### src/inc/cbt_pkg.sv
// constants for the can bit-timing and receive-history block
// assumes a 16-bit byte address space reached over avalon-mm
package cbt_pkg;

   // ----------------------------------------------------------
   // bus geometry
   // ----------------------------------------------------------
   localparam int ADDR_W = 16;
   localparam int DATA_W = 32;
   localparam int BE_W = 4;

   // ----------------------------------------------------------
   // register byte addresses
   // ----------------------------------------------------------
   localparam logic [15:0] OFS_RX_GET = 16'hff60;
   localparam logic [15:0] OFS_BIT_TIMING = 16'hff9c;
   localparam logic [15:0] OFS_PRESCALER = 16'hff50;
   localparam logic [15:0] OFS_LAST_IN = 16'hff54;
   localparam logic [15:0] OFS_MODE = 16'hff58;
   localparam logic [15:0] OFS_IRQ_STATUS = 16'hff5c;
   localparam logic [15:0] OFS_IRQ_MASK = 16'hff64;

   // ----------------------------------------------------------
   // reset values and write masks
   // ----------------------------------------------------------
   localparam logic [15:0] BTR_RESET = 16'h370f;
   localparam logic [15:0] BTR_WR_MASK = 16'h370f;
   localparam logic [7:0] PRS_RESET = 8'hff;
   localparam logic [7:0] RHR_LOW_RESET = 8'h02;
   localparam logic MODE_RESET = 1'b1;

   // ----------------------------------------------------------
   // field positions
   // ----------------------------------------------------------
   localparam int SJW_LSB = 12;
   localparam int SJW_W = 2;
   localparam int SEG2_LSB = 8;
   localparam int SEG2_W = 3;
   localparam int SEG1_LSB = 0;
   localparam int SEG1_W = 4;
   localparam int RHR_OVF_BIT = 0;
   localparam int RHR_PM_BIT = 1;
   localparam int MODE_INIT_BIT = 0;
   localparam int IRQ_STORED = 0;
   localparam int IRQ_OVF = 1;
   localparam int IRQ_W = 2;

   // ----------------------------------------------------------
   // history list and timing counters
   // ----------------------------------------------------------
   localparam int HIST_DEPTH = 8;
   localparam int IDX_W = 3;
   localparam int PTR_W = 4;
   localparam int BUF_W = 4;
   localparam int CNT_W = 5;
   localparam int PRS_W = 8;

   typedef enum logic [2:0]
   {
      CBT_SYNC = 3'b001,
      CBT_SEG1 = 3'b010,
      CBT_SEG2 = 3'b100
   } cbt_seg_e;

endpackage

### src/rtl/cbt_top.sv
// can bit timing, time-quantum prescaler and receive history list
// assumes one 50 mhz clock, synchronous rx pin and store strobe,
// and an avalon-mm master that follows waitrequest
//
// Implementation choice: register access over Avalon-MM.
`timescale 1ns/1ps
module cbt_top
(
   input wire logic i_ref_clk,
   input wire logic i_reset,
   input wire logic [cbt_pkg::ADDR_W-1:0] i_avs_address,
   input wire logic i_avs_read,
   input wire logic i_avs_write,
   input wire logic [cbt_pkg::DATA_W-1:0] i_avs_writedata,
   input wire logic [cbt_pkg::BE_W-1:0] i_avs_byteenable,
   output logic [cbt_pkg::DATA_W-1:0] o_avs_readdata,
   output logic o_avs_waitrequest,
   input wire logic i_can_rx,
   input wire logic i_store_valid,
   input wire logic [cbt_pkg::BUF_W-1:0] i_store_buf,
   output logic o_tq_pulse,
   output logic o_bit_start,
   output logic o_sample_pulse,
   output logic o_sample_bit,
   output logic o_init_mode,
   output logic o_irq
);
   import cbt_pkg::*;

   // -------------------------------------------------------------
   // declarations
   // -------------------------------------------------------------
   logic rd_ack;
   logic rd_accept;
   logic wr_accept;
   logic [DATA_W-1:0] rd_mux;
   logic [15:0] bit_timing;
   logic [PRS_W-1:0] prescaler;
   logic init_mode;
   logic [IRQ_W-1:0] irq_status;
   logic [IRQ_W-1:0] irq_mask;
   logic [PRS_W-1:0] prs_cnt;
   logic tq;
   cbt_seg_e seg_state;
   logic [CNT_W-1:0] tq_cnt;
   logic [CNT_W-1:0] seg_len;
   logic resynced;
   logic rx_last;
   logic [BUF_W-1:0] hist_mem [HIST_DEPTH];
   logic [PTR_W-1:0] wptr;
   logic [PTR_W-1:0] gptr;
   logic rx_pointer_match;
   logic rx_history_overflow;
   logic [PTR_W-1:0] unread;
   logic [PTR_W-1:0] unread_after;
   logic store;
   logic pop;
   logic ovf_clr;
   logic ovf_set;
   logic [IDX_W-1:0] store_idx;
   logic [PTR_W-1:0] last_ptr;
   logic [BUF_W-1:0] last_in_value;
   logic [BUF_W-1:0] get_value;
   logic [CNT_W-1:0] seg1_q;
   logic [CNT_W-1:0] seg2_q;
   logic [CNT_W-1:0] sjw_q;
   logic [CNT_W-1:0] cnt_inc;
   logic [CNT_W-1:0] ext_q;
   logic [CNT_W-1:0] remain_q;
   logic rx_edge;
   logic seg_done;
   logic [IRQ_W-1:0] irq_events;
   logic [IRQ_W-1:0] irq_clr;

   // -------------------------------------------------------------
   // bus handshake
   // -------------------------------------------------------------
   // reads take one wait state so that read data come from a flop
   assign o_avs_waitrequest = i_avs_read & ~rd_ack;
   assign rd_accept = i_avs_read & rd_ack;
   assign wr_accept = i_avs_write;

   always_ff @(posedge i_ref_clk or posedge i_reset)
   begin
      if (i_reset)
      begin
         rd_ack <= 1'b0;
      end
      else
      begin
         rd_ack <= i_avs_read & ~rd_ack;
      end
   end

   always_ff @(posedge i_ref_clk or posedge i_reset)
   begin
      if (i_reset)
      begin
         o_avs_readdata <= '0;
      end
      else if (i_avs_read & ~rd_ack)
      begin
         o_avs_readdata <= rd_mux;
      end
   end

   // -------------------------------------------------------------
   // read decode
   // -------------------------------------------------------------
   assign last_ptr = wptr - PTR_W'(1);
   assign last_in_value = hist_mem[last_ptr[IDX_W-1:0]];
   assign get_value = hist_mem[gptr[IDX_W-1:0]];

   always_comb
   begin
      rd_mux = '0;
      if (i_avs_address == OFS_RX_GET)
      begin
         rd_mux[15:8] = {{(8-BUF_W){1'b0}}, get_value};
         rd_mux[RHR_PM_BIT] = rx_pointer_match;
         rd_mux[RHR_OVF_BIT] = rx_history_overflow;
      end
      else if (i_avs_address == OFS_BIT_TIMING)
      begin
         rd_mux[15:0] = bit_timing;
      end
      else if (i_avs_address == OFS_PRESCALER)
      begin
         rd_mux[PRS_W-1:0] = prescaler;
      end
      else if (i_avs_address == OFS_LAST_IN)
      begin
         // undefined content until a frame has been stored
         rd_mux[7:0] = {{(8-BUF_W){1'b0}}, last_in_value};
      end
      else if (i_avs_address == OFS_MODE)
      begin
         rd_mux[MODE_INIT_BIT] = init_mode;
      end
      else if (i_avs_address == OFS_IRQ_STATUS)
      begin
         rd_mux[IRQ_W-1:0] = irq_status;
      end
      else if (i_avs_address == OFS_IRQ_MASK)
      begin
         rd_mux[IRQ_W-1:0] = irq_mask;
      end
   end

   // -------------------------------------------------------------
   // configuration registers
   // -------------------------------------------------------------
   always_ff @(posedge i_ref_clk or posedge i_reset)
   begin
      if (i_reset)
      begin
         bit_timing <= BTR_RESET;
      end
      else if (wr_accept && i_avs_address == OFS_BIT_TIMING)
      begin
         if (i_avs_byteenable[0])
         begin
            bit_timing[7:0] <= i_avs_writedata[7:0] & BTR_WR_MASK[7:0];
         end
         if (i_avs_byteenable[1])
         begin
            bit_timing[15:8] <= i_avs_writedata[15:8] & BTR_WR_MASK[15:8];
         end
      end
   end

   // guarded by init mode, unlike bit timing: a change mid-frame would tear a bit apart
   always_ff @(posedge i_ref_clk or posedge i_reset)
   begin
      if (i_reset)
      begin
         prescaler <= PRS_RESET;
      end
      else if (wr_accept && i_avs_address == OFS_PRESCALER &&
               i_avs_byteenable[0] && init_mode)
      begin
         prescaler <= i_avs_writedata[PRS_W-1:0];
      end
   end

   always_ff @(posedge i_ref_clk or posedge i_reset)
   begin
      if (i_reset)
      begin
         init_mode <= MODE_RESET;
      end
      else if (wr_accept && i_avs_address == OFS_MODE &&
               i_avs_byteenable[0])
      begin
         init_mode <= i_avs_writedata[MODE_INIT_BIT];
      end
   end

   assign o_init_mode = init_mode;

   // -------------------------------------------------------------
   // time-quantum prescaler
   // -------------------------------------------------------------
   always_ff @(posedge i_ref_clk or posedge i_reset)
   begin
      if (i_reset)
      begin
         prs_cnt <= '0;
         tq <= 1'b0;
      end
      else if (init_mode)
      begin
         prs_cnt <= '0;
         tq <= 1'b0;
      end
      else if (prs_cnt >= prescaler)
      begin
         prs_cnt <= '0;
         tq <= 1'b1;
      end
      else
      begin
         prs_cnt <= prs_cnt + PRS_W'(1);
         tq <= 1'b0;
      end
   end

   assign o_tq_pulse = tq;

   // -------------------------------------------------------------
   // bit timing
   // -------------------------------------------------------------
   assign seg1_q = CNT_W'(bit_timing[SEG1_LSB +: SEG1_W]) +
                   CNT_W'(1);
   assign seg2_q = CNT_W'(bit_timing[SEG2_LSB +: SEG2_W]) +
                   CNT_W'(1);
   assign sjw_q = CNT_W'(bit_timing[SJW_LSB +: SJW_W]) +
                  CNT_W'(1);
   assign cnt_inc = tq_cnt + CNT_W'(1);
   // late edge: phase error is the quanta since sync, capped
   assign ext_q = (cnt_inc < sjw_q) ? cnt_inc : sjw_q;
   assign remain_q = seg_len - tq_cnt;
   assign rx_edge = tq & rx_last & ~i_can_rx & ~resynced;
   assign seg_done = (tq_cnt >= seg_len - CNT_W'(1));

   always_ff @(posedge i_ref_clk or posedge i_reset)
   begin
      if (i_reset)
      begin
         rx_last <= 1'b1;
      end
      else if (tq)
      begin
         rx_last <= i_can_rx;
      end
   end

   always_ff @(posedge i_ref_clk or posedge i_reset)
   begin
      if (i_reset)
      begin
         seg_state <= CBT_SYNC;
         tq_cnt <= '0;
         seg_len <= '0;
         resynced <= 1'b0;
      end
      else if (init_mode)
      begin
         seg_state <= CBT_SYNC;
         tq_cnt <= '0;
         resynced <= 1'b0;
      end
      else if (tq)
      begin
         case (seg_state)
            CBT_SYNC:
            begin
               // one sync quantum, then segment 1
               seg_state <= CBT_SEG1;
               tq_cnt <= '0;
               seg_len <= seg1_q;
               resynced <= 1'b0;
            end
            CBT_SEG1:
            begin
               if (rx_edge)
               begin
                  seg_len <= seg_len + ext_q;
                  tq_cnt <= cnt_inc;
                  resynced <= 1'b1;
               end
               else if (seg_done)
               begin
                  seg_state <= CBT_SEG2;
                  tq_cnt <= '0;
                  seg_len <= seg2_q;
               end
               else
               begin
                  tq_cnt <= cnt_inc;
               end
            end
            CBT_SEG2:
            begin
               if (rx_edge && remain_q <= sjw_q)
               begin
                  seg_state <= CBT_SYNC;
               end
               else if (rx_edge)
               begin
                  seg_len <= seg_len - sjw_q;
                  tq_cnt <= cnt_inc;
                  resynced <= 1'b1;
               end
               else if (seg_done)
               begin
                  seg_state <= CBT_SYNC;
               end
               else
               begin
                  tq_cnt <= cnt_inc;
               end
            end
            default:
            begin
               seg_state <= CBT_SYNC;
            end
         endcase
      end
   end

   always_ff @(posedge i_ref_clk or posedge i_reset)
   begin
      if (i_reset)
      begin
         o_sample_pulse <= 1'b0;
         o_sample_bit <= 1'b1;
         o_bit_start <= 1'b0;
      end
      else
      begin
         o_bit_start <= tq & ~init_mode & (seg_state == CBT_SYNC);
         // sample point sits at the segment 1 to segment 2 boundary
         o_sample_pulse <= tq & ~init_mode & (seg_state == CBT_SEG1) &
                           ~rx_edge & seg_done;
         if (tq && !init_mode && seg_state == CBT_SEG1 && !rx_edge &&
             seg_done)
         begin
            o_sample_bit <= i_can_rx;
         end
      end
   end

   // -------------------------------------------------------------
   // receive history list
   // -------------------------------------------------------------
   assign store = i_store_valid & ~init_mode;
   assign pop = rd_accept & (i_avs_address == OFS_RX_GET) &
                i_avs_byteenable[1] & ~rx_pointer_match;
   assign ovf_clr = wr_accept & (i_avs_address == OFS_RX_GET) &
                    i_avs_byteenable[0] &
                    i_avs_writedata[RHR_OVF_BIT];
   assign unread = wptr - gptr;
   assign unread_after = unread + PTR_W'(1) - PTR_W'(pop);
   assign ovf_set = store & ~rx_history_overflow &
                    (unread_after == PTR_W'(HIST_DEPTH));
   // in overflow the most recent slot is reused
   assign store_idx = rx_history_overflow ? last_ptr[IDX_W-1:0] :
                      wptr[IDX_W-1:0];

   // list storage needs no reset: pointer-match guards stale data
   always_ff @(posedge i_ref_clk)
   begin
      if (store)
      begin
         hist_mem[store_idx] <= i_store_buf;
      end
   end

   always_ff @(posedge i_ref_clk or posedge i_reset)
   begin
      if (i_reset)
      begin
         wptr <= '0;
         gptr <= '0;
         rx_pointer_match <= RHR_LOW_RESET[RHR_PM_BIT];
      end
      else if (init_mode)
      begin
         wptr <= '0;
         gptr <= '0;
         rx_pointer_match <= 1'b1;
      end
      else
      begin
         if (store && !rx_history_overflow)
         begin
            wptr <= wptr + PTR_W'(1);
         end
         if (pop)
         begin
            gptr <= gptr + PTR_W'(1);
         end
         if (store && !rx_history_overflow)
         begin
            rx_pointer_match <= 1'b0;
         end
         else if (pop && (gptr + PTR_W'(1)) == wptr)
         begin
            rx_pointer_match <= 1'b1;
         end
      end
   end

   // a new overflow in the clearing cycle wins
   always_ff @(posedge i_ref_clk or posedge i_reset)
   begin
      if (i_reset)
      begin
         rx_history_overflow <= RHR_LOW_RESET[RHR_OVF_BIT];
      end
      else if (ovf_set)
      begin
         rx_history_overflow <= 1'b1;
      end
      else if (ovf_clr)
      begin
         rx_history_overflow <= 1'b0;
      end
   end

   // -------------------------------------------------------------
   // interrupts
   // -------------------------------------------------------------
   always_comb
   begin
      irq_events = '0;
      irq_events[IRQ_STORED] = store;
      irq_events[IRQ_OVF] = ovf_set;
   end

   assign irq_clr = (wr_accept && i_avs_address == OFS_IRQ_STATUS &&
                     i_avs_byteenable[0]) ?
                    i_avs_writedata[IRQ_W-1:0] : '0;

   always_ff @(posedge i_ref_clk or posedge i_reset)
   begin
      if (i_reset)
      begin
         irq_status <= '0;
      end
      else
      begin
         irq_status <= (irq_status & ~irq_clr) | irq_events;
      end
   end

   always_ff @(posedge i_ref_clk or posedge i_reset)
   begin
      if (i_reset)
      begin
         irq_mask <= '0;
      end
      else if (wr_accept && i_avs_address == OFS_IRQ_MASK &&
               i_avs_byteenable[0])
      begin
         irq_mask <= i_avs_writedata[IRQ_W-1:0];
      end
   end

   assign o_irq = |(irq_status & irq_mask);

endmodule

### config.mk
export PLATFORM = sky130hd
export DESIGN_NAME = cbt_top
export DESIGN_NICKNAME = d
export VERILOG_FILES = /design/src/inc/cbt_pkg.sv /design/src/rtl/cbt_top.sv
export SDC_FILE = /design/constraint.sdc
export NUM_CORES = 1
export LEC_CHECK = 0
export ABC_CLOCK_PERIOD_IN_PS = 3600
export BUFFER_PORTS_ARGS = -buffer_cell sky130_fd_sc_hd__buf_2
export CORE_MARGIN = 2
export CORE_UTILIZATION = 52
export CTS_CLUSTER_DIAMETER = 50
export CTS_CLUSTER_SIZE = 24
export DETAILED_ROUTE_END_ITERATION = 12
export PLACE_DENSITY = 0.86
export RECOVER_POWER = 25
export SLEW_MARGIN = 20
export SYNTH_ARGS = -nofsm -noshare
export SYNTH_HDL_FRONTEND = slang
export SYNTH_SLANG_ARGS = --single-unit
export TNS_END_PERCENT = 20
### constraint.sdc
create_clock -name i_ref_clk -period 3.6 [get_ports i_ref_clk]
set_clock_uncertainty 0.05 [all_clocks]
set_input_delay 0.9 -clock i_ref_clk [delete_from_list [all_inputs] [get_ports i_ref_clk]]
set_output_delay 0.9 -clock i_ref_clk [all_outputs]
set_load 0.005 [all_outputs]
# Word-level counts from Yosys, hierarchy flattened

Memories as Yosys holds them, arrays and structs flattened.
Cells that the tools add are included.

Register bits: 76
Bits in writable memories: 32
Bits of input ports: 62
Output and inout port bits: 39
Word-level logic and storage cells: 183
Memories kept: 1

Add/subtract/negate cells: 15
$lt $le $gt $ge: 4
Equal/unequal tests: 21
Multiplexer cells: 56
Bitwise logic cells: 30
Reduce and logical (&&, ||, !) cells: 34

Memory list:

| name     | depth | bits a word | read ports | clocked after Yosys merged registers in | write ports | line          | source |
|---|---|---|---|---|---|---|---|
| hist_mem | 8     | 4           | 2          | 0                                       | 1           | cbt_top.sv:49 | `logic [BUF_W-1:0] hist_mem [HIST_DEPTH];` |

Operator list:

| cell                                                          | count |
|---|---|
| 16-bit equality test, second input constant                   | 7 |
| 5-bit two-way mux                                             | 12 |
| 8-bit two-way mux                                             | 5 |
| 5-bit one-hot mux with 3 select lines                         | 2 |
| 3-bit two-way mux                                             | 8 |
| 1-bit bitwise AND                                             | 19 |
| 1-bit logical AND                                             | 17 |
| 4-bit two-way mux                                             | 4 |
| 1-bit two-way mux                                             | 15 |
| 4-bit by 1-bit adder with 4-bit output, second input constant | 3 |
| 2-bit two-way mux                                             | 6 |
| 6-bit two-way mux                                             | 2 |
| 3-bit inequality test, second input constant                  | 4 |
| 4-bit inequality test, second input constant                  | 3 |
| 3-bit one-hot mux with 3 select lines                         | 1 |
| 8-bit by 1-bit adder with 8-bit output, second input constant | 1 |
| 8-bit greater-or-equal comparator                             | 1 |
| 2-bit nonzero test                                            | 4 |
| 1-bit inverter                                                | 7 |
| 6-bit AND reduction                                           | 1 |
| 3-bit nonzero test                                            | 2 |
| 4-bit by 1-bit adder with 5-bit output, second input constant | 1 |
| 5-bit by 1-bit adder with 5-bit output, second input constant | 1 |
| 5-bit adder                                                   | 1 |
| 28 further kinds                                              | 33 |

# Logic depth before layout (Yosys ltp)

Depth in word-level cells: 8
Gate-level depth with buffers: 16
Gate-level depth less buffers: 16

# Worst setup path after synthesis

No wires, ideal clock.

Path type: input-to-reg
Start: in i_avs_address[0] (netlist name)
End: reg rx_history_overflow
Library setup time: 0.066 ns
Arrival: 3.835 ns
Data required time: 3.484 ns
Setup slack: -0.352 ns
Stages: 14
Buffers on the path: 0
Cell sequence: nand4bb_4 > or4_1 > nor3_4 > ha_1 > inv_1 > fa_1 > ha_1 > inv_1 > fa_1 > xnor2_1 > xnor2_1 > xnor2_1 > nand4_1 > nand2_1

Cells in the longest elaborated chain, start to end: 8
Elaborated cells between the ends (all ways): 12
Those cells by class: add/sub: 1; eq/ne: 2; mux: 1; bitwise: 7; reduce/logical: 1

Ends and longest elaborated chain:

| what                                                    | line                           | source |
|---|---|---|
| start: declaration                                      | cbt_top.sv:11                  | `input wire logic [cbt_pkg::ADDR_W-1:0] i_avs_address,` |
| 16-bit equality test (*)                                | cbt_top.sv:358, cbt_top.sv:360 |  |
| 1-bit bitwise AND (2 in series)                         | cbt_top.sv:358                 | `assign pop = rd_accept & (i_avs_address == OFS_RX_GET) &` |
| 1-bit bitwise AND                                       | cbt_top.sv:359                 | `i_avs_byteenable[1] & ~rx_pointer_match;` |
| 4-bit by 1-bit subtractor with 4-bit output             | cbt_top.sv:364                 | `assign unread_after = unread + PTR_W'(1) - PTR_W'(pop);` |
| 4-bit equality test                                     | cbt_top.sv:366                 | `(unread_after == PTR_W'(HIST_DEPTH));` |
| 1-bit bitwise AND                                       | cbt_top.sv:365                 | `assign ovf_set = store & ~rx_history_overflow &` |
| 1-bit two-way mux or 2-bit nonzero test (tied branches) | --                             |  |
| end signal: assignment                                  | cbt_top.sv:420                 | `rx_history_overflow <= RHR_LOW_RESET[RHR_OVF_BIT];` |
| end: declaration                                        | cbt_top.sv:53                  | `logic rx_history_overflow;` |

Mark *: on every way between the ends. The rest lies on a longest branch, timed or not.
A chain may end at the register's enable or synchronous reset.

# Worst setup path after layout

Start: in i_avs_address[4] (netlist name)
End: reg rx_history_overflow

Same word-level chain as after synthesis.

==> flow_summary.toml <==
[yosys]
yosysSeqAreaShare_pct = 41.8
synthCells = 641
synthFlopType = "dfrtp_1"
ys_warn_count = 0
synth_edf_count = 32
async_reset_ff_share_pct = 69.8
mappedNetlistArea_um2 = 6800
synth.avg_cell_area_um2 = 10.6
yosysUniqueCellTypes = 81
ys_ff_latch = 106

[sta]
tightest_slew_ns = 1.49
finalSetupViolCount = 0
clock.fmax_mhz = 281
finalHoldViolCount = 0
drv_slew = 0
relSlewSlack_pct = 0.616
fin_ws_ns = 0.0407
min_period_ns = 3.56
rsz0062_at_grt = "true"
min_period_over_period_pct = 98.9

[floorplanning]
io_pins = 101
core_area_um2 = 12700
rows = 41
die_w_um = 118
die_height_um = 118
initial_core_util_pct = 53.7
die_area_um2 = 14000

[clock_tree]
cts.sinks = 106
root_buffer = "clkbuf_16"
holdBufCountCts = 0
htreeDepth = 3
cts_buffers = 9
clk_pin_slew_ns = 0.08
clkLatencyLatePin_ns = 0.36
cts_buffer_depth = 2
cts_tree = "done"

[global_route]
grt_pass1_vias = 5550
grt_max_degree = 39
grt_pass1_wl_mm = 27.2
grt.total_usage_pct = 24.2
grt_overflow = 0
antenna_found_initial = 0

[critical_path]
cp.arrival_ns = 3.80
path_cells = "buf_2 -> nand2b_4 -> or4_4 -> nor3_4 -> ha_2 -> inv_1 -> fa_1 -> ha_1 -> inv_1 -> fa_2 -> xnor2_2 -> xnor2_1 -> xnor2_1 -> nand4_1 -> nand2_1"
crit_fanout = 2
crit_path_end_kind = "flip-flop"
path_class = "in -> reg"
max_stage_delay_ns = 0.54
crit_path_top_delay_cell = "or4_4"
required_ns = 3.85
crit_path_start_kind = "primary input"

[job]
cap_violations = 1

[final_layout]
diodes = 0
multiInputGateArea_um2 = 3670
nFillCells = 1009
area_delta_synth_final_pct = 12.8
regArea_um2 = 2840
nets = 819
drive_gt1_share_pct = 26.0

[placed_design]
gp_congestion = 0.935
place_hpwl_mm = 12.2
dp_slack_ns = -0.366
numPortBuffers = 61

[routing]
drc_errors = 0
firstDrtPassIters = 5
routed_wl_mm = 16.7
routed-via-count = 5354
vias_per_cell = 6.03
drt-wirelength-per-cell_um = 18.8
drt-initial-drc-count = 459
drtAntennaViolNets = 0

[power]
p_per_area_nw_per_um2 = 456
p_seq_share_pct = 43.0
sw_frac_of_total_pct = 33.7
p_leak_nw = 3.38
p_sw_w = 0.00118
ir_worst_vdd_mv = 0.354
comb_power_share_pct = 28.2
p_clk_share_pct = 28.8
p_int_w = 0.00232
total_power_w = 0.00350

[run_status]
violations = "max-capacitance violations"
status = "finished with violations"

[hold_path]
min_path_type = "reg -> reg"
## area by class of cell
type                    count  share of cell area, %
multi-input cells         470                   47.9
clock buffers               9                   2.94
flip-flops and latches    106                   37.0
inverters                  38                   1.86
clock inverters             7                  0.995
well taps                 172                   2.81
repair buffers             86                   6.52
## per-layer routing
layer / vias up / part of all wire (%) / track usage (%)
li1: 2412 / - / -
met1: 2597 / 39 / 29.4
met2: 281 / 49 / 40.4
met3: 64 / 7.2 / 4.68
met4: 0 / 4.7 / 14.0
met5: - / 0 / 0
## layout by cell type, fill, tap and decap left out, types with 5 or more instances in the layout
master,instances
mux2_2,19
nor2_1,42
nor3_1,12
dfstp_2,22
edfxtp_1,32
xor2_1,14
a31oi_1,5
ha_1,38
inv_1,38
nand3_1,15
nand2_1,56
o21ai_0,33
a21oi_1,28
and3_1,9
conb_1,19
nor2b_1,6
xnor2_1,24
nand2b_1,8
buf_4,24
clkbuf_16,9
o31ai_1,5
mux4_2,16
a21o_1,8
dfrtp_1,52
a22o_1,7
mux2i_1,13
buf_2,57
nand4_1,7
## power by group through the flow
stage | clock network (W) | logic [W] | registers [W]
floorplan | 0 | 0.000751 | 0.00146
global placement | 0 | 0.000883 | 0.00150
detailed placement | 0 | 0.000954 | 0.00152
CTS | 0.00102 | 0.000973 | 0.00150
global route | 0.00106 | 0.00108 | 0.00152
finish | 0.00101 | 0.000987 | 0.00150
## final timing paths
kind	start	endpoint	slack, ns	cells past startpoint
max	i_avs_address[4]	rx_history_overflow$_DFFE_PP0P_	0.04	15
min	o_avs_readdata[10]$_DFFE_PP0P_	o_avs_readdata[10]$_DFFE_PP0P_	0.45	2
max reg2reg	bit_timing[12]$_DFFE_PP1P_	seg_len[4]$_DFFE_PP0P_	0.07	16
min reg2reg	o_avs_readdata[10]$_DFFE_PP0P_	o_avs_readdata[10]$_DFFE_PP0P_	0.45	2
max in group asynchronous	i_reset	bit_timing[13]$_DFFE_PP1P_	1.63	3
min in group asynchronous	i_reset	seg_state[1]$_DFFE_PP0P_	0.93	2
## critical path: cells and delay by family
family        cells  cell delay (ns)
xor+xnor          3             0.48
buf+inv           3             0.20
simple gates      5             1.06
fa+ha+maj         4             1.16
## through the flow
step	std cells	setup TNS, ns	utilization, %	area (um2)	hold slack, ns
final	888	0	60.5	7670	0.447
after global placement	871	-0.448	57.9	7330	0.416
after global routing	888	-0.299	60.5	7670	0.470
after detailed placement	871	-0.725	57.9	7330	0.432
after CTS	887	0	60.2	7630	0.449
after floorplan	659	-0.346	-	6890	0.414
## timing repair
item | 4_1_cts | 5_1_grt
setup buffers | 0 | 1
resized for setup | 0 | 6
setup endpoints to repair | 0 | 4
## kinds of logic (layout without fill, tap and decap cells)
| logic type | Yosys count | in the layout | share of synthesized area, % |
|---|---|---|---|
| AO/OA/AOI/OAI | 122 | 122 | 12.1 |
| flip-flops | 106 | 106 | 41.8 |
| adder cells (fa/ha/maj) | 47 | 47 | 9.16 |
| multiplexers | 48 | 48 | 10.4 |
| other | 1 | 19 | 0.0551 |
| AND/OR/NAND/NOR | 195 | 195 | 15.6 |
| XOR/XNOR | 39 | 39 | 5.02 |
| buffers and inverters | 83 | 140 | 5.96 |
## flip-flops by register name, indices dropped and copies added, names as in the netlist, 2 cells and up
register,flops
bit_timing,9
prescaler,8
hist_mem,32
wptr,4
o_avs_readdata,14
gptr,4
seg_state,3
seg_len,5
prs_cnt,8
tq_cnt,5
irq_mask,2
irq_status,2
## Yosys cell counts, types with 4 or more instances
library cell	instances	share of area, %
nand2_1	57	3.1
nor2_1	42	2.3
o211ai_1	4	0.44
nor3_1	12	0.88
a22o_1	7	0.90
xor2_1	14	1.8
mux2_2	19	3.1
and3_1	9	0.83
clkbuf_1	14	0.77
nand4_1	7	0.64
inv_1	38	2.1
o31ai_1	5	0.55
dfrtp_1	52	19
mux2i_1	13	1.9
buf_4	21	2.3
o22ai_1	4	0.37
dfstp_2	22	8.5
a21o_1	8	0.88
mux4_2	16	5.3
nor2b_1	7	0.64
a21oi_1	28	2.1
ha_1	41	7.5
buf_2	4	0.29
nor4_1	4	0.37
xnor2_1	25	3.2
edfxtp_1	32	14
o21ai_0	33	2.4
a31oi_1	5	0.46
fa_1	5	1.5
nand3_1	15	1.1
nand2b_1	9	0.83
Note: power is estimated with default switching activity, not from simulation.
